===== src/common/pmc_pkg.sv =====
// Constants and types shared by the power mode clock controller files.
package pmc_pkg;

   // Register byte offsets on the bus (low address bits).
   localparam logic [3:0] PMC_OFS_MODE   = 4'h0;
   localparam logic [3:0] PMC_OFS_CFG    = 4'h4;
   localparam logic [3:0] PMC_OFS_STATUS = 4'h8;

   // System mode register fields.
   localparam int PMC_MODE_HIGH_LOW_CLOCK_SELECT_BIT = 0;
   localparam int PMC_MODE_IDLE_BIT  = 1;
   localparam int PMC_MODE_HRDY_BIT  = 2;
   localparam int PMC_MODE_LRDY_BIT  = 3;
   localparam int PMC_MODE_FAST_BIT  = 4;
   localparam int PMC_MODE_CKS_LSB   = 5;
   localparam logic [7:0] PMC_MODE_RST     = 8'h03;
   localparam logic [7:0] PMC_MODE_WR_MASK = 8'hF3;

   // Watchdog and source configuration register fields.
   localparam int PMC_CFG_KEEP_BIT   = 0;
   localparam int PMC_CFG_LVD_BIT    = 1;
   localparam int PMC_CFG_WDTEN_BIT  = 2;
   localparam int PMC_CFG_WDTSRC_BIT = 3;
   localparam int PMC_CFG_LSSRC_BIT  = 4;
   localparam int PMC_CFG_HSSRC_LSB  = 5;
   localparam logic [7:0] PMC_CFG_RST = 8'h04;

   // Divide select codes at or below this pick the low speed clock.
   localparam logic [2:0] PMC_CKS_LOW_MAX  = 3'h1;
   localparam logic [3:0] PMC_DIV_LOG2_TOP = 4'h8;
   localparam logic [2:0] PMC_LOG2_ONE     = 3'h0;
   localparam logic [2:0] PMC_LOG2_SYS4    = 3'h2;
   localparam logic [31:0] PMC_ZERO_WORD   = 32'h0000_0000;

   typedef enum logic [1:0] {
      PMC_HS_XTAL = 2'b00,
      PMC_HS_ERC  = 2'b01,
      PMC_HS_IRC  = 2'b10
   } pmc_hs_src_t;

   typedef enum logic [2:0] {
      PMC_ST_RUN          = 3'b000,
      PMC_ST_DEEP_SLEEP   = 3'b001,
      PMC_ST_LIGHT_SLEEP  = 3'b010,
      PMC_ST_IDLE_OSC_OFF = 3'b011,
      PMC_ST_IDLE_OSC_ON  = 3'b100,
      PMC_ST_WAKE         = 3'b101
   } pmc_mode_t;

endpackage


===== src/verilog/pmc_power_mode_clock_control.sv =====
// Operating mode controller and clock gating for the processor core.
`timescale 1ns/1ps

// Behaviour
// (RULE1) Normal run divides high clock 1 to 64.
// (RULE2) Normal clock from one high oscillator only.
// (RULE3) Slow mode uses low clock, high stopped.
// (RULE4) Halt with idle enable low enters sleep.
// (RULE5) Deep sleep stops core, substitute, watchdog clocks.
// (RULE6) Voltage detect on blocks deep sleep entry.
// (RULE7) Light sleep keeps substitute, watchdog when needed.
// (RULE8) Halt, idle high, keep low: idle oscillator off.
// (RULE9) Idle oscillator off stops oscillator and core.
// (RULE10) That idle gates watchdog clock by source.
// (RULE11) Halt, idle high, keep high: idle oscillator on.
// (RULE12) Idle oscillator on blocks core, oscillator runs.
// (RULE13) Idle oscillator on keeps watchdog clock running.
// (RULE14) One system mode register controls clocks.
// (RULE15) Clock select by high/low bit and divider.
// (RULE16) Wake-up runs core from substitute clock.
// (RULE17) Source and ratio switch without runt pulses.
module pmc_power_mode_clock_control #(
   parameter int WAKE_SUB_TICKS = 8,
   parameter int DIV_CW         = 6
) (
   input  wire logic               clk_i,
   input  wire logic               reset_n_i,
   input  wire logic               wb_cyc_i,
   input  wire logic               wb_stb_i,
   input  wire logic               wb_we_i,
   input  wire logic [3:0]         wb_adr_i,
   input  wire logic [3:0]         wb_sel_i,
   input  wire logic [31:0]        wb_dat_i,
   output logic      [31:0]        wb_dat_o,
   output logic                    wb_ack_o,
   input  wire logic               halt_i,
   input  wire logic               wake_i,
   input  wire logic               external_crystal_high_i,
   input  wire logic               external_rc_oscillator_i,
   input  wire logic               internal_rc_high_i,
   input  wire logic               external_crystal_low_i,
   input  wire logic               internal_rc_low_i,
   output logic                    cpu_clock_tick_o,
   output logic                    system_clock_signal_o,
   output logic                    substitute_clock_o,
   output logic                    watchdog_clock_o,
   output logic                    watchdog_enable_o,
   output logic                    high_osc_enable_o,
   output logic                    low_osc_enable_o,
   output pmc_pkg::pmc_mode_t      mode_o
);
   import pmc_pkg::*;

   localparam int WCW = $clog2(WAKE_SUB_TICKS + 1);

   // Decodes a bus address into a register hit; used by read and write.
   function automatic logic reg_hit(input logic [3:0] adr,
                                    input logic [3:0] ofs);
      reg_hit = (adr == ofs);
   endfunction

   // ------------------------------------------------------------------
   // Bus slave and register group.
   // ------------------------------------------------------------------
   logic [7:0]  mode_reg;
   logic [7:0]  next_mode_reg;
   logic [7:0]  cfg_reg;
   logic [7:0]  next_cfg_reg;
   logic        ack;
   logic        next_ack;
   logic [31:0] rd_data;
   logic [31:0] next_rd_data;
   logic        wr_now;
   logic [7:0]  mode_view;

   pmc_mode_t   state;
   pmc_mode_t   next_state;
   logic        high_run;
   logic        low_run;

   // Read view of the mode register shows live oscillator state.
   always_comb begin
      mode_view = mode_reg;
      mode_view[PMC_MODE_HRDY_BIT] = high_run;
      mode_view[PMC_MODE_LRDY_BIT] = low_run;
   end

   // A write takes effect at the edge where ack is sampled high.
   assign wr_now = wb_cyc_i && wb_stb_i && wb_we_i && ack && wb_sel_i[0];

   always_comb begin
      next_ack      = wb_cyc_i && wb_stb_i && !ack;
      next_rd_data  = rd_data;
      next_mode_reg = mode_reg;
      next_cfg_reg  = cfg_reg;
      if (wb_cyc_i && wb_stb_i && !ack) begin
         next_rd_data = PMC_ZERO_WORD;
         if (reg_hit(wb_adr_i, PMC_OFS_MODE)) begin
            next_rd_data[7:0] = mode_view;
         end else if (reg_hit(wb_adr_i, PMC_OFS_CFG)) begin
            next_rd_data[7:0] = cfg_reg;
         end else if (reg_hit(wb_adr_i, PMC_OFS_STATUS)) begin
            next_rd_data[2:0] = state;
         end
      end
      if (wr_now && reg_hit(wb_adr_i, PMC_OFS_MODE)) begin
         // Ready flags are read only; only writable bits are stored.
         next_mode_reg = (wb_dat_i[7:0] & PMC_MODE_WR_MASK) |
                         (mode_reg & ~PMC_MODE_WR_MASK); // RULE14
      end
      if (wr_now && reg_hit(wb_adr_i, PMC_OFS_CFG)) begin
         next_cfg_reg = wb_dat_i[7:0];
      end
   end

   always_ff @(posedge clk_i or negedge reset_n_i) begin
      if (!reset_n_i) begin
         ack      <= 1'b0;
         rd_data  <= PMC_ZERO_WORD;
         mode_reg <= PMC_MODE_RST;
         cfg_reg  <= PMC_CFG_RST;
      end else begin
         ack      <= next_ack;
         rd_data  <= next_rd_data;
         mode_reg <= next_mode_reg;
         cfg_reg  <= next_cfg_reg;
      end
   end

   assign wb_ack_o = ack;
   assign wb_dat_o = rd_data;

   // ------------------------------------------------------------------
   // Field extraction.
   // ------------------------------------------------------------------
   logic        hl_select;
   logic        idle_enable_bit;
   logic [2:0]  clock_divide_select;
   logic        idle_sysclk_keep_bit;
   logic        low_voltage_detect_enable;
   logic        wdt_on;
   logic        wdt_src_sys4;
   logic        ls_src_irc;
   pmc_hs_src_t hs_src;

   assign hl_select            = mode_reg[PMC_MODE_HIGH_LOW_CLOCK_SELECT_BIT];
   assign idle_enable_bit      = mode_reg[PMC_MODE_IDLE_BIT];
   assign clock_divide_select  = mode_reg[PMC_MODE_CKS_LSB +: 3];
   assign idle_sysclk_keep_bit = cfg_reg[PMC_CFG_KEEP_BIT];
   assign low_voltage_detect_enable = cfg_reg[PMC_CFG_LVD_BIT];
   assign wdt_on               = cfg_reg[PMC_CFG_WDTEN_BIT];
   assign wdt_src_sys4         = cfg_reg[PMC_CFG_WDTSRC_BIT];
   assign ls_src_irc           = cfg_reg[PMC_CFG_LSSRC_BIT];
   assign hs_src = pmc_hs_src_t'(cfg_reg[PMC_CFG_HSSRC_LSB +: 2]);

   // ------------------------------------------------------------------
   // Source selection and system clock divider.
   // ------------------------------------------------------------------
   logic       high_speed_clock;
   logic       low_speed_clock;
   logic       want_low;
   logic [2:0] want_log2;
   logic       sys_tick;
   logic       sys_on_low;
   logic       sys4_tick;

   // Exactly one high speed oscillator feeds the system clock; the
   // unused code falls back to the internal oscillator.
   always_comb begin
      unique case (hs_src)
         PMC_HS_XTAL: high_speed_clock = external_crystal_high_i; // RULE2
         PMC_HS_ERC:  high_speed_clock = external_rc_oscillator_i; // RULE2
         PMC_HS_IRC:  high_speed_clock = internal_rc_high_i;
         default:     high_speed_clock = internal_rc_high_i;
      endcase
   end

   assign low_speed_clock = ls_src_irc ? internal_rc_low_i
                                       : external_crystal_low_i;

   // High/low select set gives the undivided high clock; otherwise
   // the divide field picks the low clock or a power-of-two ratio.
   always_comb begin
      want_low  = 1'b0;
      want_log2 = PMC_LOG2_ONE;
      if (!hl_select) begin
         if (clock_divide_select <= PMC_CKS_LOW_MAX) begin
            want_low = 1'b1; // RULE15
         end else begin
            want_log2 = 3'(PMC_DIV_LOG2_TOP -
                           {1'b0, clock_divide_select}); // RULE1
         end
      end
   end

   pmc_tick_div #(
      .CW (DIV_CW)
   ) u_sys_div (
      .clk_i        (clk_i),
      .reset_n_i    (reset_n_i),
      .tick_a_i     (high_speed_clock),
      .tick_b_i     (low_speed_clock),
      .sel_b_i      (want_low),
      .ratio_log2_i (want_log2),
      .tick_o       (sys_tick),
      .sel_b_o      (sys_on_low)
   );

   pmc_tick_div #(
      .CW (DIV_CW)
   ) u_sys4_div (
      .clk_i        (clk_i),
      .reset_n_i    (reset_n_i),
      .tick_a_i     (sys_tick),
      .tick_b_i     (sys_tick),
      .sel_b_i      (1'b0),
      .ratio_log2_i (PMC_LOG2_SYS4),
      .tick_o       (sys4_tick),
      .sel_b_o      ()
   );

   // ------------------------------------------------------------------
   // Operating mode state machine.
   // ------------------------------------------------------------------
   logic [WCW-1:0] wake_cnt;
   logic [WCW-1:0] next_wake_cnt;
   logic           light_keep;

   // Light sleep keeps the low clocks only when something needs them.
   assign light_keep = low_voltage_detect_enable ||
                       (wdt_on && !wdt_src_sys4); // RULE7

   always_comb begin
      next_state    = state;
      next_wake_cnt = wake_cnt;
      unique case (state)
         PMC_ST_RUN: begin
            if (halt_i) begin
               if (!idle_enable_bit) begin
                  // Voltage detect on forbids the deep sleep.
                  if (low_voltage_detect_enable || light_keep) begin
                     next_state = PMC_ST_LIGHT_SLEEP; // RULE4 RULE6
                  end else begin
                     next_state = PMC_ST_DEEP_SLEEP; // RULE4
                  end
               end else if (!idle_sysclk_keep_bit) begin
                  next_state = PMC_ST_IDLE_OSC_OFF; // RULE8
               end else begin
                  next_state = PMC_ST_IDLE_OSC_ON; // RULE11
               end
            end
         end
         PMC_ST_DEEP_SLEEP,
         PMC_ST_LIGHT_SLEEP,
         PMC_ST_IDLE_OSC_OFF,
         PMC_ST_IDLE_OSC_ON: begin
            if (wake_i) begin
               next_state    = PMC_ST_WAKE;
               next_wake_cnt = '0;
            end
         end
         PMC_ST_WAKE: begin
            // The core runs on the substitute clock while the main
            // oscillator settles, which shortens the wake-up time.
            if (low_speed_clock) begin
               if (wake_cnt == WCW'(WAKE_SUB_TICKS - 1)) begin
                  next_state = PMC_ST_RUN; // RULE16
               end else begin
                  next_wake_cnt = wake_cnt + WCW'(1);
               end
            end
         end
         default: next_state = PMC_ST_RUN;
      endcase
   end

   always_ff @(posedge clk_i or negedge reset_n_i) begin
      if (!reset_n_i) begin
         state    <= PMC_ST_RUN;
         wake_cnt <= '0;
      end else begin
         state    <= next_state;
         wake_cnt <= next_wake_cnt;
      end
   end

   // ------------------------------------------------------------------
   // Oscillator enables and clock gates.
   // ------------------------------------------------------------------
   logic sys_gate;
   logic sub_gate;
   logic wdt_gate;
   logic cpu_sel_sys;
   logic cpu_sel_sub;
   logic next_cpu_tick;
   logic next_sys_out;
   logic next_sub_out;
   logic next_wdt_out;
   logic next_wdt_en;
   logic wdt_src_tick;

   // In run the high oscillator stays on while the request or the divider's
   // latched source is high, so it is not stopped before the switch has completed.
   always_comb begin
      high_run    = 1'b0;
      low_run     = 1'b1;
      sys_gate    = 1'b0;
      sub_gate    = 1'b1;
      wdt_gate    = 1'b1;
      cpu_sel_sys = 1'b0;
      cpu_sel_sub = 1'b0;
      unique case (state)
         PMC_ST_RUN: begin
            high_run    = !sys_on_low || !want_low; // RULE3
            sys_gate    = 1'b1;
            cpu_sel_sys = 1'b1;
         end
         PMC_ST_WAKE: begin
            high_run    = !want_low;
            sys_gate    = 1'b1;
            cpu_sel_sub = 1'b1; // RULE16
         end
         PMC_ST_DEEP_SLEEP: begin
            low_run  = 1'b0; // RULE5
            sub_gate = 1'b0; // RULE5
            wdt_gate = 1'b0; // RULE5
         end
         PMC_ST_LIGHT_SLEEP: begin
            low_run  = light_keep; // RULE7
            sub_gate = light_keep; // RULE7
            wdt_gate = light_keep; // RULE7
         end
         PMC_ST_IDLE_OSC_OFF: begin
            wdt_gate = wdt_src_sys4; // RULE9 RULE10
         end
         PMC_ST_IDLE_OSC_ON: begin
            high_run = !sys_on_low; // RULE12
            sys_gate = 1'b1; // RULE12
            wdt_gate = 1'b1; // RULE13
         end
         default: begin
            high_run = 1'b0;
         end
      endcase
   end

   assign wdt_src_tick = wdt_src_sys4 ? sys4_tick : low_speed_clock;

   always_comb begin
      next_cpu_tick = (cpu_sel_sys && sys_tick) ||
                      (cpu_sel_sub && low_speed_clock);
      next_sys_out  = sys_gate && sys_tick;
      next_sub_out  = sub_gate && low_run && low_speed_clock;
      next_wdt_out  = wdt_gate && wdt_src_tick;
      next_wdt_en   = wdt_on && (state != PMC_ST_DEEP_SLEEP); // RULE5
   end

   always_ff @(posedge clk_i or negedge reset_n_i) begin
      if (!reset_n_i) begin
         cpu_clock_tick_o      <= 1'b0;
         system_clock_signal_o <= 1'b0;
         substitute_clock_o    <= 1'b0;
         watchdog_clock_o      <= 1'b0;
         watchdog_enable_o     <= 1'b0;
         high_osc_enable_o     <= 1'b0;
         low_osc_enable_o      <= 1'b0;
         mode_o                <= PMC_ST_RUN;
      end else begin
         cpu_clock_tick_o      <= next_cpu_tick;
         system_clock_signal_o <= next_sys_out;
         substitute_clock_o    <= next_sub_out;
         watchdog_clock_o      <= next_wdt_out;
         watchdog_enable_o     <= next_wdt_en;
         high_osc_enable_o     <= high_run;
         low_osc_enable_o      <= low_run;
         mode_o                <= state;
      end
   end

endmodule // pmc_power_mode_clock_control


===== src/verilog/pmc_tick_div.sv =====
// Glitch-free tick divider with a two-way source select.
`timescale 1ns/1ps
module pmc_tick_div #(
   parameter int CW = 6
) (
   input  wire logic       clk_i,
   input  wire logic       reset_n_i,
   input  wire logic       tick_a_i,
   input  wire logic       tick_b_i,
   input  wire logic       sel_b_i,
   input  wire logic [2:0] ratio_log2_i,
   output logic            tick_o,
   output logic            sel_b_o
);
   import pmc_pkg::*;

   logic [CW-1:0] cnt;
   logic [CW-1:0] next_cnt;
   logic [2:0]    ratio;
   logic [2:0]    next_ratio;
   logic          sel;
   logic          next_sel;
   logic          next_tick;
   logic          src_tick;
   logic [CW-1:0] limit;

   assign src_tick = sel ? tick_b_i : tick_a_i;
   assign limit    = CW'((32'd1 << ratio) - 32'd1);
   assign sel_b_o  = sel;

   // Source and ratio change only at a period boundary, so the output
   // never carries a shortened period while a switch is in progress.
   always_comb begin
      next_cnt   = cnt;
      next_ratio = ratio;
      next_sel   = sel;
      next_tick  = 1'b0;
      if (src_tick) begin
         if (cnt == limit) begin
            next_cnt   = '0;
            next_tick  = 1'b1;
            next_ratio = ratio_log2_i; // RULE17
            next_sel   = sel_b_i;      // RULE17
         end else begin
            next_cnt = cnt + CW'(1);
         end
      end else if (cnt == '0) begin
         next_ratio = ratio_log2_i;
         next_sel   = sel_b_i;
      end
   end

   always_ff @(posedge clk_i or negedge reset_n_i) begin
      if (!reset_n_i) begin
         cnt    <= '0;
         ratio  <= PMC_LOG2_ONE;
         sel    <= 1'b0;
         tick_o <= 1'b0;
      end else begin
         cnt    <= next_cnt;
         ratio  <= next_ratio;
         sel    <= next_sel;
         tick_o <= next_tick;
      end
   end

endmodule // pmc_tick_div

===== config.mk =====
export PLATFORM = sky130hd
export DESIGN_NAME = pmc_power_mode_clock_control
export DESIGN_NICKNAME = d
export VERILOG_FILES = /design/src/common/pmc_pkg.sv /design/src/verilog/pmc_power_mode_clock_control.sv /design/src/verilog/pmc_tick_div.sv
export SDC_FILE = /design/constraint.sdc
export NUM_CORES = 1
export LEC_CHECK = 0
export ABC_AREA = 1
export BUFFER_PORTS_ARGS = -buffer_cell sky130_fd_sc_hd__buf_2
export CORE_MARGIN = 8
export CORE_UTILIZATION = 54
export DETAILED_ROUTE_END_ITERATION = 8
export PLACE_DENSITY = 0.81
export SYNTH_ARGS = -nofsm -noshare
export SYNTH_HDL_FRONTEND = slang
export SYNTH_HIERARCHICAL = 1
export SYNTH_SLANG_ARGS = --single-unit

===== constraint.sdc =====
create_clock -name clk_i -period 1.8 [get_ports clk_i]
set_input_delay 0.36 -clock clk_i [delete_from_list [all_inputs] [get_ports clk_i]]
set_output_delay 0.36 -clock clk_i [all_outputs]
set_load 0.01 [all_outputs]

==> results.toml <==
[routing]
via_count = 3093
ant_nets = 0
first_iter_violations = 159
dr.pass1.iters = 4
drt_wl_total_um = 7940
drc = 0
via_per_inst = 5.00
routedWlPerCell_um = 12.8

[timing]
setup_viol = 0
drv_slew = 0
finalCritPeriodShare_pct = 87.9
period_minus_slack_ps = 1580
rsz0062_at_grt = "false"
max_clock_freq_mhz = 632
timing.setup.tns_ps = 0
hold_violations = 0
clock_skew_ps = 14.2

[min_path]
hold_class = "in -> async"

[status]
status = "finished clean"

[finish]
final_cells = 619
multi_input_area_mm2 = 0.00174
fill_cells = 595
syn_to_final_growth_pct = 10.5
antenna_cells = 0
nets = 593
regArea_mm2 = 0.00156
drive_above_1_share_pct = 21.7

[worst_setup_path]
cp_max_fo = 5
crit_chain = "mux2i_1 -> o21ai_0 -> nand2_1 -> nand2_1 -> nor2_1 -> nand4_1 -> nand2_2 -> nand2_1 -> nand2_1"
critPathMaxStageDelay_ps = 380
required_ps = 2070
crit_top_cell = "nand2_1"
crit_slowest_cell = "dfrtp_1"
setup.worst_path.end_class = "flip-flop"
start_kind = "flip-flop"
crit_type = "reg -> reg"
crit_arrival_ps = 1850
critPathBufInv = 0
crit_family = "simple AND/OR/NAND/NOR gates"

[yosys]
yosys-top-cells-area = "dfrtp_1 (40%), nand2_1 (15%), nand3_1 (5.8%)"
synth.most_common_cell = "nand2_1"
yosys_warnings = 6
ys.flop_type = "dfrtp_1"
ys_ff_latch = 62
synth_area_leader_cell = "dfrtp_1"
ys_async_sr_fraction_pct = 100
yosysSeqAreaShare_pct = 42.2
netlist_area_mm2 = 0.00369
ys_types = 36
synth_top_cell_area_share_pct = 40.1
synthTopCellsByCount = "nand2_1 (147), dfrtp_1 (59), inv_1 (57)"
syn-mean-instance-area_um2 = 7.71
synthCells = 478
synth_edf_count = 0

[global_routing]
grt_pass1_vias = 2989
overflow = 0
grt_usage_pct = 16.8
antenna_found_initial = 0
grt_pass1_wl_um = 13400
grt_max_degree = 63

[placement]
place.gp.congestion = 0.837
dp_cells = 603
portBuffers = 43
hpwl_um = 5950

[floorplan]
dieArea_mm2 = 0.00973
die_h_um = 98.6
core_area_mm2 = 0.00672
start_util_pct = 54.9
die_w_um = 98.6
rows = 30
top_level_ports = 95

[clocking]
clk_pin_slew_ps = 60
clkSinkCount = 62
cts_max_level = 3
cts-resized-gates = 0
clock_latency_ps = 340
cts_setup_buffers = 0
cts_tree = "done"
cts_buffers = 9
clock_path_buffers = 2
cts-root-buf = "clkbuf_8"
hold_buffers = 0

[power_and_ir_drop]
powerDensity_mw_per_mm2 = 1120
p_leak_nw = 2.21
ir_drop_v = 0.000424

[flow_run]
maxCapViolCount = 0
## report_power, final
group	internal [mW]	switching (mW)	total, mW	leakage (nW)
Clock	0.490	0.524	1.01	0.0829
Combinational	0.572	1.04	1.61	1.33
Sequential	1.65	0.271	1.92	0.798
Total	2.71	1.84	4.55	2.21
## through the flow
stage / utilization (%) / worst slack, ps / total power, mW / hold WS (ps) / area (um^2)
final: 60.6 / 218 / 4.55 / 1.47 / 4070
after global routing: 60.6 / 44.5 / 4.89 / 48.1 / 4070
after CTS: 60.6 / 221 / 4.56 / 32.6 / 4070
after detailed placement: 58.3 / 214 / 3.53 / 394 / 3920
after global placement: 58.3 / 272 / 3.46 / 389 / 3920
after floorplan: - / 315 / 3.16 / 64.4 / 3780
## kinds of logic after synthesis
| logic type | share of synthesized area (%) |
|---|---|
| simple gates | 32.5 |
| buf+inv | 13.3 |
| flops | 42.2 |
| compound gates | 8.18 |
| fa+ha+maj | 2.38 |
| xor+xnor | 0.951 |
| other cells | 0.204 |
| mux | 0.272 |
## worst paths after layout
| path | from | endpoint | slack, ps | cells past startpoint |
|---|---|---|---|---|
| max in group asynchronous | reset_n_i | mode_reg[0] | 1470 | 2 |
| worst max-delay path | cfg_reg[5] | u_sys_div/ratio[0] | 220 | 9 |
| worst max register to register | cfg_reg[5] | u_sys_div/ratio[0] | 220 | 9 |
| worst min register to register | wb_dat_o[0] | wb_dat_o[0] | 480 | 2 |
| worst min-delay path | reset_n_i | wb_dat_o[6] | 1 | 2 |
| min in group clk_i | wb_dat_i[2] | cfg_reg[2] | 250 | 3 |
## placed cells by master, fill, tap and decap left out, drive strengths merged
cell / netlist / final
o21a: 1 / 1
o22ai: 1 / 1
nor2: 47 / 47
dfrtp: 59 / 59
a31oi: 6 / 6
xor2: 3 / 3
inv: 66 / 66
ha: 7 / 7
or2: 3 / 3
mux2i: 1 / 1
nand4: 3 / 3
clkinvlp: 0 / 1
clkinv: 0 / 4
conb: 2 / 28
nand3: 48 / 48
nand3b: 2 / 2
a21oi: 12 / 12
o21ai: 26 / 26
clkbuf: 0 / 11
xnor2: 1 / 1
dfstp: 3 / 3
and2: 1 / 1
nand2: 156 / 156
buf: 30 / 49
## final cells by class
cell class,instances,share of cell area [%]
Inverter,66,6.14
Clock buffer,11,3.22
Timing Repair Buffer,49,6.70
Tap cell,80,2.46
Sequential cell,62,38.2
Multi-Input combinational cell,346,42.6
Clock inverter,5,0.676
## metal layers
layer | share of wire (%) | track usage [%] | vias up
li1 | - | - | 1555
met4 | 2.1 | 7.91 | 0
met3 | 5.5 | 3.59 | 14
met1 | 47 | 20.9 | 1433
met2 | 46 | 27.1 | 91
met5 | 0 | 0 | -
Note: power is estimated with default switching activity, not from simulation.
